## src/shared/chain_select_pkg.sv

```systemverilog
// constants shared by the chain select block and its testbench
package chain_select_pkg;
    // clock period of the system clock, in ns
    localparam int CLK_PERIOD_NS = 100;
    // queue select bus layout
    localparam int QSEL_WIDTH = 8;
    localparam int DEV_MSB = 7;
    localparam int DEV_LSB = 5;
    localparam int CODE_WIDTH = DEV_MSB - DEV_LSB + 1;
    localparam int QUEUE_WIDTH = DEV_LSB;
    // almost-full status bus layout
    localparam int FLAG_BUS_WIDTH = 8;
    localparam int STATUS_WORDS = 4;
    localparam int WORD_IDX_WIDTH = 2;
    // code of the master or lone device
    localparam logic [CODE_WIDTH-1:0] MASTER_CODE = 3'h0;
    // reset values and word index limits
    localparam logic [CODE_WIDTH-1:0] CODE_RESET = 3'h0;
    localparam logic [FLAG_BUS_WIDTH-1:0] FLAG_BUS_RESET = 8'h00;
    localparam logic [QUEUE_WIDTH-1:0] QUEUE_RESET = 5'h00;
    localparam logic [WORD_IDX_WIDTH-1:0] WORD_FIRST = 2'h0;
    localparam logic [WORD_IDX_WIDTH-1:0] WORD_LAST = 2'h3;
    localparam logic [WORD_IDX_WIDTH-1:0] WORD_STEP = 2'h1;
endpackage

```

## src/hdl/queue_expansion_chain_select.sv

```systemverilog
// token ring for the polled almost-full bus and chip code device selection
`timescale 1ns/1ps
`default_nettype none
module queue_expansion_chain_select
    import chain_select_pkg::*;
#(
    parameter int WORDS = chain_select_pkg::STATUS_WORDS
) (
    input wire logic sys_clk_i,
    input wire logic sys_rst_i,
    input wire logic master_reset_n_i,
    input wire logic [chain_select_pkg::CODE_WIDTH-1:0] chip_select_code_i,
    input wire logic expansion_mode_i,
    input wire logic polled_mode_i,
    input wire logic [chain_select_pkg::STATUS_WORDS*chain_select_pkg::FLAG_BUS_WIDTH-1:0]
        status_words_i,
    input wire logic expansion_token_in_i,
    output logic expansion_token_out_o,
    output logic [chain_select_pkg::FLAG_BUS_WIDTH-1:0] almost_full_flag_bus_o,
    output logic almost_full_flag_bus_oe_o,
    output logic poll_sync_out_o,
    input wire logic [chain_select_pkg::QSEL_WIDTH-1:0] write_queue_select_i,
    input wire logic write_enable_i,
    input wire logic [chain_select_pkg::QSEL_WIDTH-1:0] read_queue_select_i,
    input wire logic read_enable_i,
    output logic write_select_hit_o,
    output logic [chain_select_pkg::QUEUE_WIDTH-1:0] write_queue_o,
    output logic read_select_hit_o,
    output logic [chain_select_pkg::QUEUE_WIDTH-1:0] read_queue_o
);
    import chain_select_pkg::*;

    ////////////////////////////////////////////////////////////////////////////////
    // declarations
    ////////////////////////////////////////////////////////////////////////////////
    logic mrs_n_sync; // filtered master reset level, low while resetting
    logic [CODE_WIDTH-1:0] code_sync; // filtered chip code pins
    logic mrs_active; // master reset held by the pin
    logic rst_all; // system or master reset
    logic rst_all_q; // reset of the previous cycle, for the release edge
    logic start_pulse; // first cycle after reset release
    logic [CODE_WIDTH-1:0] code_q; // chip code caught during master reset
    logic driving_q; // this device owns the flag bus
    logic [WORD_IDX_WIDTH-1:0] idx_q; // index of the word now on the bus
    logic token_q; // token pulse towards the next device
    logic [FLAG_BUS_WIDTH-1:0] bus_q; // word presented on the flag bus
    logic sync_q; // marks word one on the bus
    logic chain_mode; // token ring in use
    logic load_first; // next edge loads word one
    logic at_last; // last word now on the bus

    // pick one status word out of the flat input
    function automatic logic [FLAG_BUS_WIDTH-1:0] word_at(
        input logic [STATUS_WORDS*FLAG_BUS_WIDTH-1:0] words,
        input logic [WORD_IDX_WIDTH-1:0] idx
    );
        word_at = words[idx*FLAG_BUS_WIDTH +: FLAG_BUS_WIDTH];
    endfunction

    // device field of a queue address against the held code
    function automatic logic code_match(
        input logic [QSEL_WIDTH-1:0] addr,
        input logic [CODE_WIDTH-1:0] code
    );
        code_match = (addr[DEV_MSB:DEV_LSB] == code);
    endfunction

    ////////////////////////////////////////////////////////////////////////////////
    // pin synchronisers and reset
    ////////////////////////////////////////////////////////////////////////////////
    // master reset arrives from a pin, so it is filtered before use
    pin_sync3 #(
        .WIDTH(1),
        .INIT(1'b0)
    ) u_mrs_sync (
        .sys_clk_i(sys_clk_i),
        .sys_rst_i(sys_rst_i),
        .pin_i(master_reset_n_i),
        .level_o(mrs_n_sync)
    );

    // code pins are static straps but still come from outside
    pin_sync3 #(
        .WIDTH(CODE_WIDTH),
        .INIT(CODE_RESET)
    ) u_code_sync (
        .sys_clk_i(sys_clk_i),
        .sys_rst_i(sys_rst_i),
        .pin_i(chip_select_code_i),
        .level_o(code_sync)
    );

    assign mrs_active = !mrs_n_sync;
    assign rst_all = sys_rst_i || mrs_active;

    // remember reset to find the release edge
    always_ff @(posedge sys_clk_i) begin
        if (sys_rst_i) begin
            rst_all_q <= 1'b1;
        end else begin
            rst_all_q <= rst_all;
        end
    end
    assign start_pulse = rst_all_q && !rst_all;

    // catch the code while master reset is held; it is frozen afterwards,
    // so a pin that toggles later cannot move the device in the address map
    always_ff @(posedge sys_clk_i) begin
        if (sys_rst_i) begin
            code_q <= CODE_RESET;
        end else if (mrs_active) begin
            code_q <= code_sync;
        end
    end

    ////////////////////////////////////////////////////////////////////////////////
    // polled flag bus and token ring
    ////////////////////////////////////////////////////////////////////////////////
    assign chain_mode = expansion_mode_i && polled_mode_i;
    assign at_last = (idx_q == WORD_LAST);
    // the master starts the ring; a lone device starts whatever its code
    // token input is same-clock logic of the neighbour, so it is not filtered
    // a token that lands on the last word is taken, so a ring looped back onto
    // this device alone keeps polling; mid-burst tokens are still ignored
    assign load_first = polled_mode_i && (!driving_q || at_last) &&
        ((start_pulse && (!expansion_mode_i || code_q == MASTER_CODE)) ||
        (chain_mode && expansion_token_in_i));

    // ownership and word index
    always_ff @(posedge sys_clk_i) begin
        if (rst_all || !polled_mode_i) begin
            driving_q <= 1'b0;
            idx_q <= WORD_FIRST;
        end else if (load_first) begin
            driving_q <= 1'b1;
            idx_q <= WORD_FIRST;
        end else if (driving_q && at_last) begin
            // in a chain the bus is handed on; alone the device wraps
            driving_q <= !expansion_mode_i;
            idx_q <= WORD_FIRST;
        end else if (driving_q) begin
            idx_q <= idx_q + WORD_STEP;
        end
    end

    // word data and sync marker follow the index being loaded
    always_ff @(posedge sys_clk_i) begin
        if (rst_all) begin
            bus_q <= FLAG_BUS_RESET;
            sync_q <= 1'b0;
        end else if (load_first || (driving_q && at_last && !expansion_mode_i)) begin
            bus_q <= word_at(status_words_i, WORD_FIRST);
            sync_q <= 1'b1;
        end else if (driving_q && !at_last) begin
            bus_q <= word_at(status_words_i, idx_q + WORD_STEP);
            sync_q <= 1'b0;
        end else begin
            sync_q <= 1'b0;
        end
    end

    // token set while the last word goes out; one cycle only, so the
    // neighbour takes the bus on the very edge this device lets go
    always_ff @(posedge sys_clk_i) begin
        if (rst_all) begin
            token_q <= 1'b0;
        end else begin
            token_q <= chain_mode && driving_q && !load_first &&
                (idx_q == WORD_LAST - WORD_STEP);
        end
    end

    assign expansion_token_out_o = token_q;
    assign almost_full_flag_bus_o = bus_q;
    assign almost_full_flag_bus_oe_o = driving_q;
    assign poll_sync_out_o = sync_q;

    ////////////////////////////////////////////////////////////////////////////////
    // device selection on the queue address buses
    ////////////////////////////////////////////////////////////////////////////////
    // write side: hit only when the device field equals the held code
    always_ff @(posedge sys_clk_i) begin
        if (rst_all) begin
            write_select_hit_o <= 1'b0;
            write_queue_o <= QUEUE_RESET;
        end else begin
            write_select_hit_o <= write_enable_i &&
                code_match(write_queue_select_i, code_q);
            write_queue_o <= write_queue_select_i[QUEUE_WIDTH-1:0];
        end
    end

    // read side mirrors the write side
    always_ff @(posedge sys_clk_i) begin
        if (rst_all) begin
            read_select_hit_o <= 1'b0;
            read_queue_o <= QUEUE_RESET;
        end else begin
            read_select_hit_o <= read_enable_i &&
                code_match(read_queue_select_i, code_q);
            read_queue_o <= read_queue_select_i[QUEUE_WIDTH-1:0];
        end
    end
endmodule
`default_nettype wire

```

## src/hdl/pin_sync3.sv

```systemverilog
// three-stage pin synchroniser with agreement filter
`timescale 1ns/1ps
`default_nettype none
module pin_sync3 #(
    parameter int WIDTH = 1,
    parameter logic [WIDTH-1:0] INIT = '0
) (
    input wire logic sys_clk_i,
    input wire logic sys_rst_i,
    input wire logic [WIDTH-1:0] pin_i,
    output logic [WIDTH-1:0] level_o
);
    logic [WIDTH-1:0] meta_q; // first stage, read only by the second
    logic [WIDTH-1:0] stage2_q; // second stage
    logic [WIDTH-1:0] stage3_q; // third stage

    // shift chain; the first stage feeds nothing but the second
    always_ff @(posedge sys_clk_i) begin
        if (sys_rst_i) begin
            meta_q <= INIT;
            stage2_q <= INIT;
            stage3_q <= INIT;
        end else begin
            meta_q <= pin_i;
            stage2_q <= meta_q;
            stage3_q <= stage2_q;
        end
    end

    // a change counts only once stages two and three agree
    always_ff @(posedge sys_clk_i) begin
        if (sys_rst_i) begin
            level_o <= INIT;
        end else if (stage2_q == stage3_q) begin
            level_o <= stage3_q;
        end
    end
endmodule
`default_nettype wire

```

## config.mk

```make
export PLATFORM = sky130hd
export DESIGN_NAME = queue_expansion_chain_select
export DESIGN_NICKNAME = d
export VERILOG_FILES = /design/src/shared/chain_select_pkg.sv /design/src/hdl/queue_expansion_chain_select.sv /design/src/hdl/pin_sync3.sv
export SDC_FILE = /design/constraint.sdc
export NUM_CORES = 1
export LEC_CHECK = 0
export BUFFER_PORTS_ARGS = -buffer_cell sky130_fd_sc_hd__buf_2
export CORE_ASPECT_RATIO = 1.25
export CORE_UTILIZATION = 44
export CTS_BUF_LIST = sky130_fd_sc_hd__clkbuf_2
export CTS_CLUSTER_DIAMETER = 100
export DETAILED_ROUTE_END_ITERATION = 16
export HOLD_SLACK_MARGIN = 0.03
export PLACE_DENSITY = 0.76
export SLEW_MARGIN = 20
export SYNTH_ARGS = -nofsm -noshare
export SYNTH_HDL_FRONTEND = slang
export SYNTH_SLANG_ARGS = --single-unit
```

## constraint.sdc

```tcl
create_clock -name sys_clk_i -period 2.02 [get_ports sys_clk_i]
set_clock_uncertainty 0.2 [all_clocks]
set_input_delay 0.202 -clock sys_clk_i [delete_from_list [all_inputs] [get_ports sys_clk_i]]
set_output_delay 0.202 -clock sys_clk_i [all_outputs]
set_load 0.005 [all_outputs]
```

==> results.yml, run 1 <==
synth:
  synth.avg_cell_area_sq_um: 11.01
  ys_seq_elements: 45
  synthFlopType: "dfxtp_1"
  synth-seq-area-share_pct: 47.31
  synth_fp_nets: 234
  synthesis.area_sq_um: 1904
  synthArstFlopShare_pct: 0
  yosys_warnings: 0
  synth.distinct_cells: 30
  synth_edf_count: 0
  syn_inst: 173
timing:
  rsz0062_at_grt: "false"
  finalHoldWorstSlack_ps: 71.34
  maxSlewViolCount: 0
  setup_viol: 0
  relSlewSlack_pct: 71.40
  hold_viol: 0
  fin_crit_ps: 1982
  timing.final.crit_share_pct: 98.10
  totalNegativeSetupSlack_ps: 0
  fmax_mhz: 504.7
  worstMarginPinSlew_ps: 429.0
power:
  p_leak_nw: 1.205
  power_density_nw_per_um2: 560.7
  ir_worst_vdd_mv: 0.3698
min_path:
  worstHoldPathCells: 4
  hp-start: "expansion_token_in_i"
  hold_path_end: "idx_q[1]"
  worstHoldPathType: "in -> reg"
cts:
  cts_tree: "yes"
  cts.sinks: 45
  numCtsBuffers: 5
  path_clk_slew_ps: 220
  cts-root-buf: "clkbuf_2"
  clock_latency_ps: 390
  post_cts_buffers: 0
  cts_buffer_depth: 2
  cts-htree-levels: 2
global_route:
  grt_pass1_wl_microns: 6568
  antenna_found_initial: 0
  grt_max_degree: 19
  grt_pass1_vias: 1599
  grt_remaining_overflow: 0
  grt_util_all_layers_pct: 19.24
worst_setup_path:
  crit_path_end_kind: "flop"
  cp_max_fo: 12
  cp-start-kind: "input port"
  worst-endpoint-arrival_ps: 2100
  reg2reg_from: "idx_q[0]"
  reg2reg_depth: 5
  reg2reg_to: "almost_full_flag_bus_o[5]"
  r2r_setup_slack_ps: 70
  crit_type: "in -> reg"
  critPathRequiredTime_ps: 2140
floorplan:
  die_x_microns: 60.84
  row_count: 26
  fp.dieH_microns: 75.56
  initial_core_util_pct: 46.09
  die_area_sq_um: 4597
  io_pins: 82
  core_area_sq_um: 4131
route:
  wire_per_inst_microns: 12.56
  wirelength_microns: 4358
  drtIter0Drc: 89
  via_count: 1702
  final_antenna_net_count: 0
  via_per_inst: 4.905
  drc: 0
  first_pass_iters: 4
placement:
  port_buffers: 81
  dp_hpwl_microns: 2979
  routabilityCongestion: 0.7932
layout:
  final_cell_mix: "buf_2, dfxtp_1, dlygate4sd3_1, nor2b_1, nor2_1"
  nets: 351
  fillers: 327
  multi_input_area_sq_um: 940.9
  area_delta_synth_final_pct: 45.93
  final_common_cell: "buf_2"
  ff_latch_area_sq_um: 900.9
  drive_gt1_share_pct: 39.86
  antennaDiodeCount: 0
outcome:
  status: "finished clean"
flow_run:
  cap_violations: 0
synth_stat cells (4+ instances only):
cell type	n	share of area [%]
dfxtp_1	45	47
nor2b_1	14	4.6
nor2_1	13	2.6
and2_1	12	3.9
o21ai_0	11	2.9
a211oi_1	8	3.2
a211oi_2	8	5.3
mux4_2	8	9.5
clkbuf_1	7	1.4
mux2i_1	6	3.2
xnor2_1	5	2.3
a21oi_1	4	1.1
xor2_1	4	1.8
layout make-up:
type	count	share of cell area, %
sequential	45	32.42
tap	56	2.521
inverter	3	0.4052
clock inverter	2	1.216
timing repair buffer	121	28.50
multi-input combinational	114	33.86
clock buffer	6	1.081
critical path: stages:
cell and delay, ps:
dlygate4sd3_1 530, buf_2 140, and2b_2 260, buf_6 160, nand3_1 90, dlygate4sd3_1 580, nor3_1 140
flip-flops by register name (all words and copies together), names as in the netlist:
name	count
code_q	3
u_mrs_sync.stage3_q	1
read_queue_o	5
u_code_sync.level_o	3
u_code_sync.meta_q	3
almost_full_flag_bus_oe_o	1
poll_sync_out_o	1
write_queue_o	5
expansion_token_out_o	1
u_mrs_sync.level_o	1
u_code_sync.stage3_q	3
u_mrs_sync.meta_q	1
u_code_sync.stage2_q	3
rst_all_q	1
almost_full_flag_bus_o	8
write_select_hit_o	1
u_mrs_sync.stage2_q	1
read_select_hit_o	1
idx_q	2
worst max-delay path by stage:
stage | slack (ps) | depth (start not counted) | end | startpoint
finish | 40 | 7 | write_select_hit_o | sys_rst_i
CTS | 50 | 7 | write_select_hit_o | sys_rst_i
detailed placement | 110 | 5 | almost_full_flag_bus_o[5] | idx_q[0]
global placement | 200 | 5 | almost_full_flag_bus_o[0] | idx_q[0]
floorplan | 30 | 7 | almost_full_flag_bus_o[0] | idx_q[0]
global route | 6 | 5 | almost_full_flag_bus_o[7] | idx_q[0]
power by group:
| group | internal (mW) | switching [mW] |
|---|---|---|
| logic | 0.112 | 0.0570 |
| clock network | 0.211 | 0.271 |
| registers | 0.901 | 0.00545 |
cells by family (layout without fill, tap and decap cells):
| kind of cell | after synthesis | after routing | share of synthesized area [%] |
|---|---|---|---|
| muxes | 14 | 14 | 12.61 |
| AOI/OAI and AO/OA | 35 | 35 | 14.91 |
| adders and majority gates | 2 | 2 | 1.314 |
| buffers and inverters | 14 | 132 | 3.351 |
| xor gates and xnor gates | 9 | 9 | 4.139 |
| and+or+nand+nor | 54 | 54 | 16.36 |
| DFF | 45 | 45 | 47.31 |
stage by stage:
step / power [mW] / utilization [%] / std cells / setup WS [ps] / cell area, sq um
after global routing: 1.635 / 67.26 / 347 / 6.090 / 2779
after detailed placement: 1.045 / 57.60 / 306 / 111.0 / 2380
after global placement: 1.042 / 57.60 / 306 / 198.7 / 2380
after CTS: 1.581 / 67.14 / 347 / 47.18 / 2774
after floorplan: 0.9756 / - / 173 / 30.22 / 1906
final: 1.558 / 67.26 / 347 / 38.46 / 2779
repair_timing:
action                     CTS  global route
gates resized for setup      0             2
setup endpoints to repair    0             2
hold buffers                33             0
hold endpoints to repair    43             0
routing by layer:
metal,GRT usage [%],share of wire (%)
met4,7.071,1.3
met3,4.924,5.7
met5,0,0
met2,38.10,54
met1,18.64,39
Power figures use the tool's default switching activity.
==> inputs of run 2 (changes only) <==
==> constraint.sdc (replaced) <==
create_clock -name sys_clk_i -period 2.02 [get_ports sys_clk_i]
set_clock_uncertainty 0.2 [all_clocks]
set_input_delay 0.404 -clock sys_clk_i [delete_from_list [all_inputs] [get_ports sys_clk_i]]
set_output_delay 0.404 -clock sys_clk_i [all_outputs]
set_load 0.005 [all_outputs]
==> run 2 against run 1 <==
Die area is the same. Sequential power is essentially flat. Via count shrank 3.8%. Flip-flop and latch count is the same. Register-to-register slack gained 20 ps. Critical path type is now reg -> reg. Largest power group unchanged.
==> results.yml, run 2 (synthesis results as in run 1) <==
cts:
  cts_buffer_depth: 2
  cts.sinks: 45
  cts-root-buf: "clkbuf_2"
  path_clk_slew_ps: 220
  clock_latency_ps: 410
  numCtsBuffers: 5
  post_cts_buffers: 0
  cts-htree-levels: 2
  cts_tree: "yes"
timing:
  worstMarginPinSlew_ps: 406.5
  fin_crit_ps: 1925
  rsz0062_at_grt: "false"
  maxSlewViolCount: 0
  totalNegativeSetupSlack_ps: 0
  hold_viol: 0
  relSlewSlack_pct: 72.90
  setup_viol: 0
  fmax_mhz: 519.4
  timing.final.crit_share_pct: 95.31
worst_setup_path:
  max_stage_delay_ps: 520
  crit_end: "almost_full_flag_bus_o[5]"
  crit_type: "reg -> reg"
  cp-startpoint: "idx_q[0]"
  r2r_setup_slack_ps: 90
  reg2reg_depth: 5
  cp-start-kind: "flop"
  crit_slowest_cell: "ha_1"
  cp.depth: 5
  cp_max_fo: 9
  reg2reg_to: "almost_full_flag_bus_o[5]"
  cp_top_family: "adder cells"
  crit_path_end_kind: "flop"
  reg2reg_from: "idx_q[0]"
  worstPathCellList: "inv_1 > ha_1 > mux4_2 > o21ai_0 > a211oi_2"
  critPathRequiredTime_ps: 2140
  path_buf_inv: 1
  worst-endpoint-arrival_ps: 2050
floorplan:
  initial_core_util_pct: 46.09
  row_count: 26
  die_area_sq_um: 4597
  die_x_microns: 60.84
  io_pins: 82
  core_area_sq_um: 4131
  fp.dieH_microns: 75.56
global_route:
  grt_pass1_wl_microns: 6203
  grt_max_degree: 19
  antenna_found_initial: 0
  grt_pass1_vias: 1540
  grt_remaining_overflow: 0
  grt_util_all_layers_pct: 18.53
route:
  via_count: 1638
  drc: 0
  drtIter0Drc: 92
  wirelength_microns: 4068
  first_pass_iters: 4
  via_per_inst: 4.919
  final_antenna_net_count: 0
  wire_per_inst_microns: 12.22
layout:
  drive_gt1_share_pct: 41.88
  area_delta_synth_final_pct: 37.19
  multi_input_area_sq_um: 939.7
  largest_reg_flops: 8
  antennaDiodeCount: 0
  nets: 337
  final_common_cell: "buf_2"
  design_area_sq_um: 2613
  ff_latch_area_sq_um: 900.9
  post-route-util_pct: 63.23
  fillers: 366
  final_cell_mix: "buf_2, dfxtp_1, dlygate4sd3_1, nor2b_1, nor2_1"
placement:
  routabilityCongestion: 0.8012
  post_dp_cell_area_sq_um: 2380
  dp_hpwl_microns: 3020
  port_buffers: 81
power:
  p_leak_nw: 1.140
  power_density_nw_per_um2: 544.5
  ir_worst_vdd_mv: 0.5155
outcome:
  status: "finished clean"
flow_run:
  cap_violations: 0
min_path:
  worstHoldPathType: "in -> reg"
==> run 2: repair_timing <==
item                      CTS  global route
gates resized for setup     0             0
hold buffers               17             2
hold endpoints to repair   17             2
==> run 2: cell type report <==
type	count	share of cell area (%)
Clock inverter	3	0.6705
Sequential cell	45	34.48
Inverter	3	0.4310
Multi-Input combinational cell	114	35.97
Clock buffer	5	0.9579
Tap cell	56	2.682
Timing Repair Buffer	107	24.81
==> run 2: per-stage QoR <==
stage	power, mW	setup slack [ps]	instances	hold slack, ps
floorplan	0.9756	30.22	173	213.8
global placement	1.042	193.5	306	216.8
detailed placement	1.045	102.7	306	228.8
CTS	1.441	70.29	331	32.33
global route	1.495	30.41	333	42.07
finish	1.423	94.81	333	60.57
==> run 2: power breakdown <==
group          switching (mW)  total [mW]  internal (mW)
Clock                   0.285       0.366         0.0808
Combinational          0.0531       0.150         0.0968
Sequential            0.00564       0.907          0.901
==> run 2: routing by layer <==
metal | up-vias | track usage (%) | routed length [microns]
met5 | - | 0 | 0
met4 | 0 | 8.586 | 70
met3 | 7 | 4.754 | 299
met2 | 69 | 36.51 | 2146
met1 | 751 | 17.33 | 1552
li1 | 811 | - | -
==> run 2: worst reg2reg max path, stage by stage (launching register included) <==
cell      delay (ps)
dfxtp_1          400
inv_1             70
ha_1             520
mux4_2           350
o21ai_0          230
a211oi_2          70
==> run 2: worst min path at each step <==
stage,startpoint,endpoint,slack [ps],cells past startpoint
2_1_floorplan,u_code_sync.meta_q[0],u_code_sync.stage2_q[0],210,1
3_3_place_gp,u_code_sync.meta_q[2],u_code_sync.stage2_q[2],220,1
3_5_place_dp,u_code_sync.meta_q[1],u_code_sync.stage2_q[1],230,1
4_1_cts,polled_mode_i,almost_full_flag_bus_oe_o,30,3
5_1_grt,status_words_i[1],almost_full_flag_bus_o[1],40,3
6_report,polled_mode_i,almost_full_flag_bus_oe_o,60,3
==> inputs of run 3 (changes only) <==
--- a/config.mk
+++ b/config.mk
@@ -7,12 +7,12 @@
 export LEC_CHECK = 0
 export BUFFER_PORTS_ARGS = -buffer_cell sky130_fd_sc_hd__buf_2
 export CORE_ASPECT_RATIO = 1.25
-export CORE_UTILIZATION = 44
+export CORE_UTILIZATION = 47
 export CTS_BUF_LIST = sky130_fd_sc_hd__clkbuf_2
 export CTS_CLUSTER_DIAMETER = 100
 export DETAILED_ROUTE_END_ITERATION = 16
 export HOLD_SLACK_MARGIN = 0.03
-export PLACE_DENSITY = 0.76
+export PLACE_DENSITY = 0.77
 export SLEW_MARGIN = 20
 export SYNTH_ARGS = -nofsm -noshare
 export SYNTH_HDL_FRONTEND = slang
==> constraint.sdc (replaced) <==
create_clock -name sys_clk_i -period 1.9 [get_ports sys_clk_i]
set_clock_uncertainty 0.2 [all_clocks]
set_input_delay 0.38 -clock sys_clk_i [delete_from_list [all_inputs] [get_ports sys_clk_i]]
set_output_delay 0.38 -clock sys_clk_i [all_outputs]
set_load 0.005 [all_outputs]
==> run 3 against run 2 <==
Critical endpoint is now almost_full_flag_bus_o[1]. Final cell count unchanged. Largest power group unchanged. Register-to-register slack about the same. Combinational power grew 7%. Highest routed layer unchanged. Global-route usage up 2.8 points.
==> results.yml, run 3 (synthesis results as in run 1) <==
cts:
  post_cts_buffers: 0
  cts_tree: "yes"
  cts.sinks: 45
  numCtsBuffers: 5
  cts-root-buf: "clkbuf_2"
  cts_buffer_depth: 2
  clock_latency_ps: 410
  cts-htree-levels: 2
  path_clk_slew_ps: 230
timing:
  finalHoldWorstSlack_ps: 64.43
  hold_viol: 0
  worstMarginPinSlew_ps: 301.1
  relSlewSlack_pct: 79.87
  fin_ws_ps: 105.0
  fmax_mhz: 557.1
  maxSlewViolCount: 0
  timing.final.crit_share_pct: 94.47
  setup_viol: 0
  fin_crit_ps: 1795
  rsz0062_at_grt: "false"
route:
  highest_layer: "met4"
  wire_per_inst_microns: 13.38
  drc: 0
  met2RoutedLength_microns: 2396
  wl_met1_microns: 1710
  drtIter0Drc: 125
  first_pass_iters: 4
  via_per_inst: 5.024
  via_count: 1673
  route.met3.wl_microns: 235
  final_antenna_net_count: 0
  wirelength_microns: 4456
worst_setup_path:
  cp-start-kind: "flop"
  critPathRequiredTime_ps: 2000
  cp_max_fo: 9
  worst-endpoint-arrival_ps: 1900
  crit_path_end_kind: "flop"
  crit_type: "reg -> reg"
global_route:
  grt_util_all_layers_pct: 21.32
  grt_max_degree: 20
  grt_remaining_overflow: 0
  grt_pass1_wl_microns: 6934
  antenna_found_initial: 0
  grt_pass1_vias: 1712
layout:
  nets: 339
  stdcell_count: 333
  multi_input_area_sq_um: 954.7
  final_cell_mix: "buf_2, dfxtp_1, dlygate4sd3_1, nor2b_1, nor2_1"
  antennaDiodeCount: 0
  design_area_sq_um: 2648
  fillers: 320
  ff_latch_area_sq_um: 900.9
  largest_reg_flops: 8
  area_delta_synth_final_pct: 39.03
  drive_gt1_share_pct: 42.29
  final_common_cell: "buf_2"
floorplan:
  initial_core_util_pct: 49.90
  die_x_microns: 58.94
  die_area_sq_um: 4312
  row_count: 25
  fp.dieH_microns: 73.17
  core_area_sq_um: 3816
  io_pins: 82
power:
  power_density_nw_per_um2: 564.8
  ir_worst_vdd_mv: 0.4967
  report.power.total_mw: 1.495
  p_leak_nw: 1.154
placement:
  post_dp_cell_area_sq_um: 2405
  pre_cts_slack_ps: -35.83
  routabilityCongestion: 0.7554
  dp_cells: 306
  port_buffers: 81
  dp_hpwl_microns: 3073
flow_run:
  cap_violations: 0
min_path:
  worstHoldPathType: "in -> reg"
outcome:
  status: "finished clean"
## run 3: cell types whose count changed in the layout (fill, tap and decap cells not counted)
cell | before | now
clkinv_1 | 0 | 2
buf_12 | 0 | 1
buf_4 | 7 | 8
clkinv_2 | 2 | 1
clkinvlp_4 | 1 | 0
ha_1 | 2 | 1
ha_4 | 0 | 1
nand2b_1 | 1 | 0
nand2b_2 | 0 | 1
## run 3: final timing paths
| check | start | endpoint | slack (ps) | depth (start not counted) |
|---|---|---|---|---|
| worst max-delay path | idx_q[0] | almost_full_flag_bus_o[1] | 110 | 5 |
| worst min-delay path | status_words_i[0] | almost_full_flag_bus_o[0] | 60 | 3 |
| worst max register to register | idx_q[0] | almost_full_flag_bus_o[1] | 110 | 5 |
| worst min register to register | u_mrs_sync.stage3_q | u_mrs_sync.level_o | 240 | 2 |
## run 3: repair_timing
item / CTS / global route
pin swaps: 0 / 0
gates cloned: 0 / 0
resized for setup: 1 / 2
endpoints found under the hold margin: 17 / 2
setup endpoints to repair: 8 / 9
hold buffers: 17 / 2
## run 3: critical path, stage by stage, from the launching register on
cell,delay (ps)
dfxtp_1,420
inv_1,110
ha_4,350
mux4_2,300
o21ai_0,220
a211oi_2,80
## run 3: metrics by stage
| step | setup TNS [ps] | util (%) |
|---|---|---|
| floorplan | 0 | - |
| global placement | 0 | 63.02 |
| detailed placement | -85.74 | 63.02 |
| CTS | 0 | 68.52 |
| global route | 0 | 69.38 |
| finish | 0 | 69.38 |
## run 3: metal layers
layer / global-route usage, % / vias to the layer above
met5: 0 / -
met4: 10.85 / 0
met3: 5.851 / 13
met2: 39.27 / 73
met1: 21.44 / 767
li1: - / 820
## run 3: where the power goes
group	total (mW)	leakage (nW)	internal [mW]	switching [mW]
Combinational	0.161	0.762	0.103	0.0580
Clock	0.371	0.0278	0.0807	0.290
Sequential	0.964	0.365	0.958	0.00596
## run 3: final cells by class
cell class	count	share of cell area, %
Multi-Input combinational cell	114	36.06
Sequential cell	45	34.03
Timing Repair Buffer	109	25.52
Tap cell	54	2.552
Clock buffer	5	0.9452
Clock inverter	3	0.4726
Inverter	3	0.4253
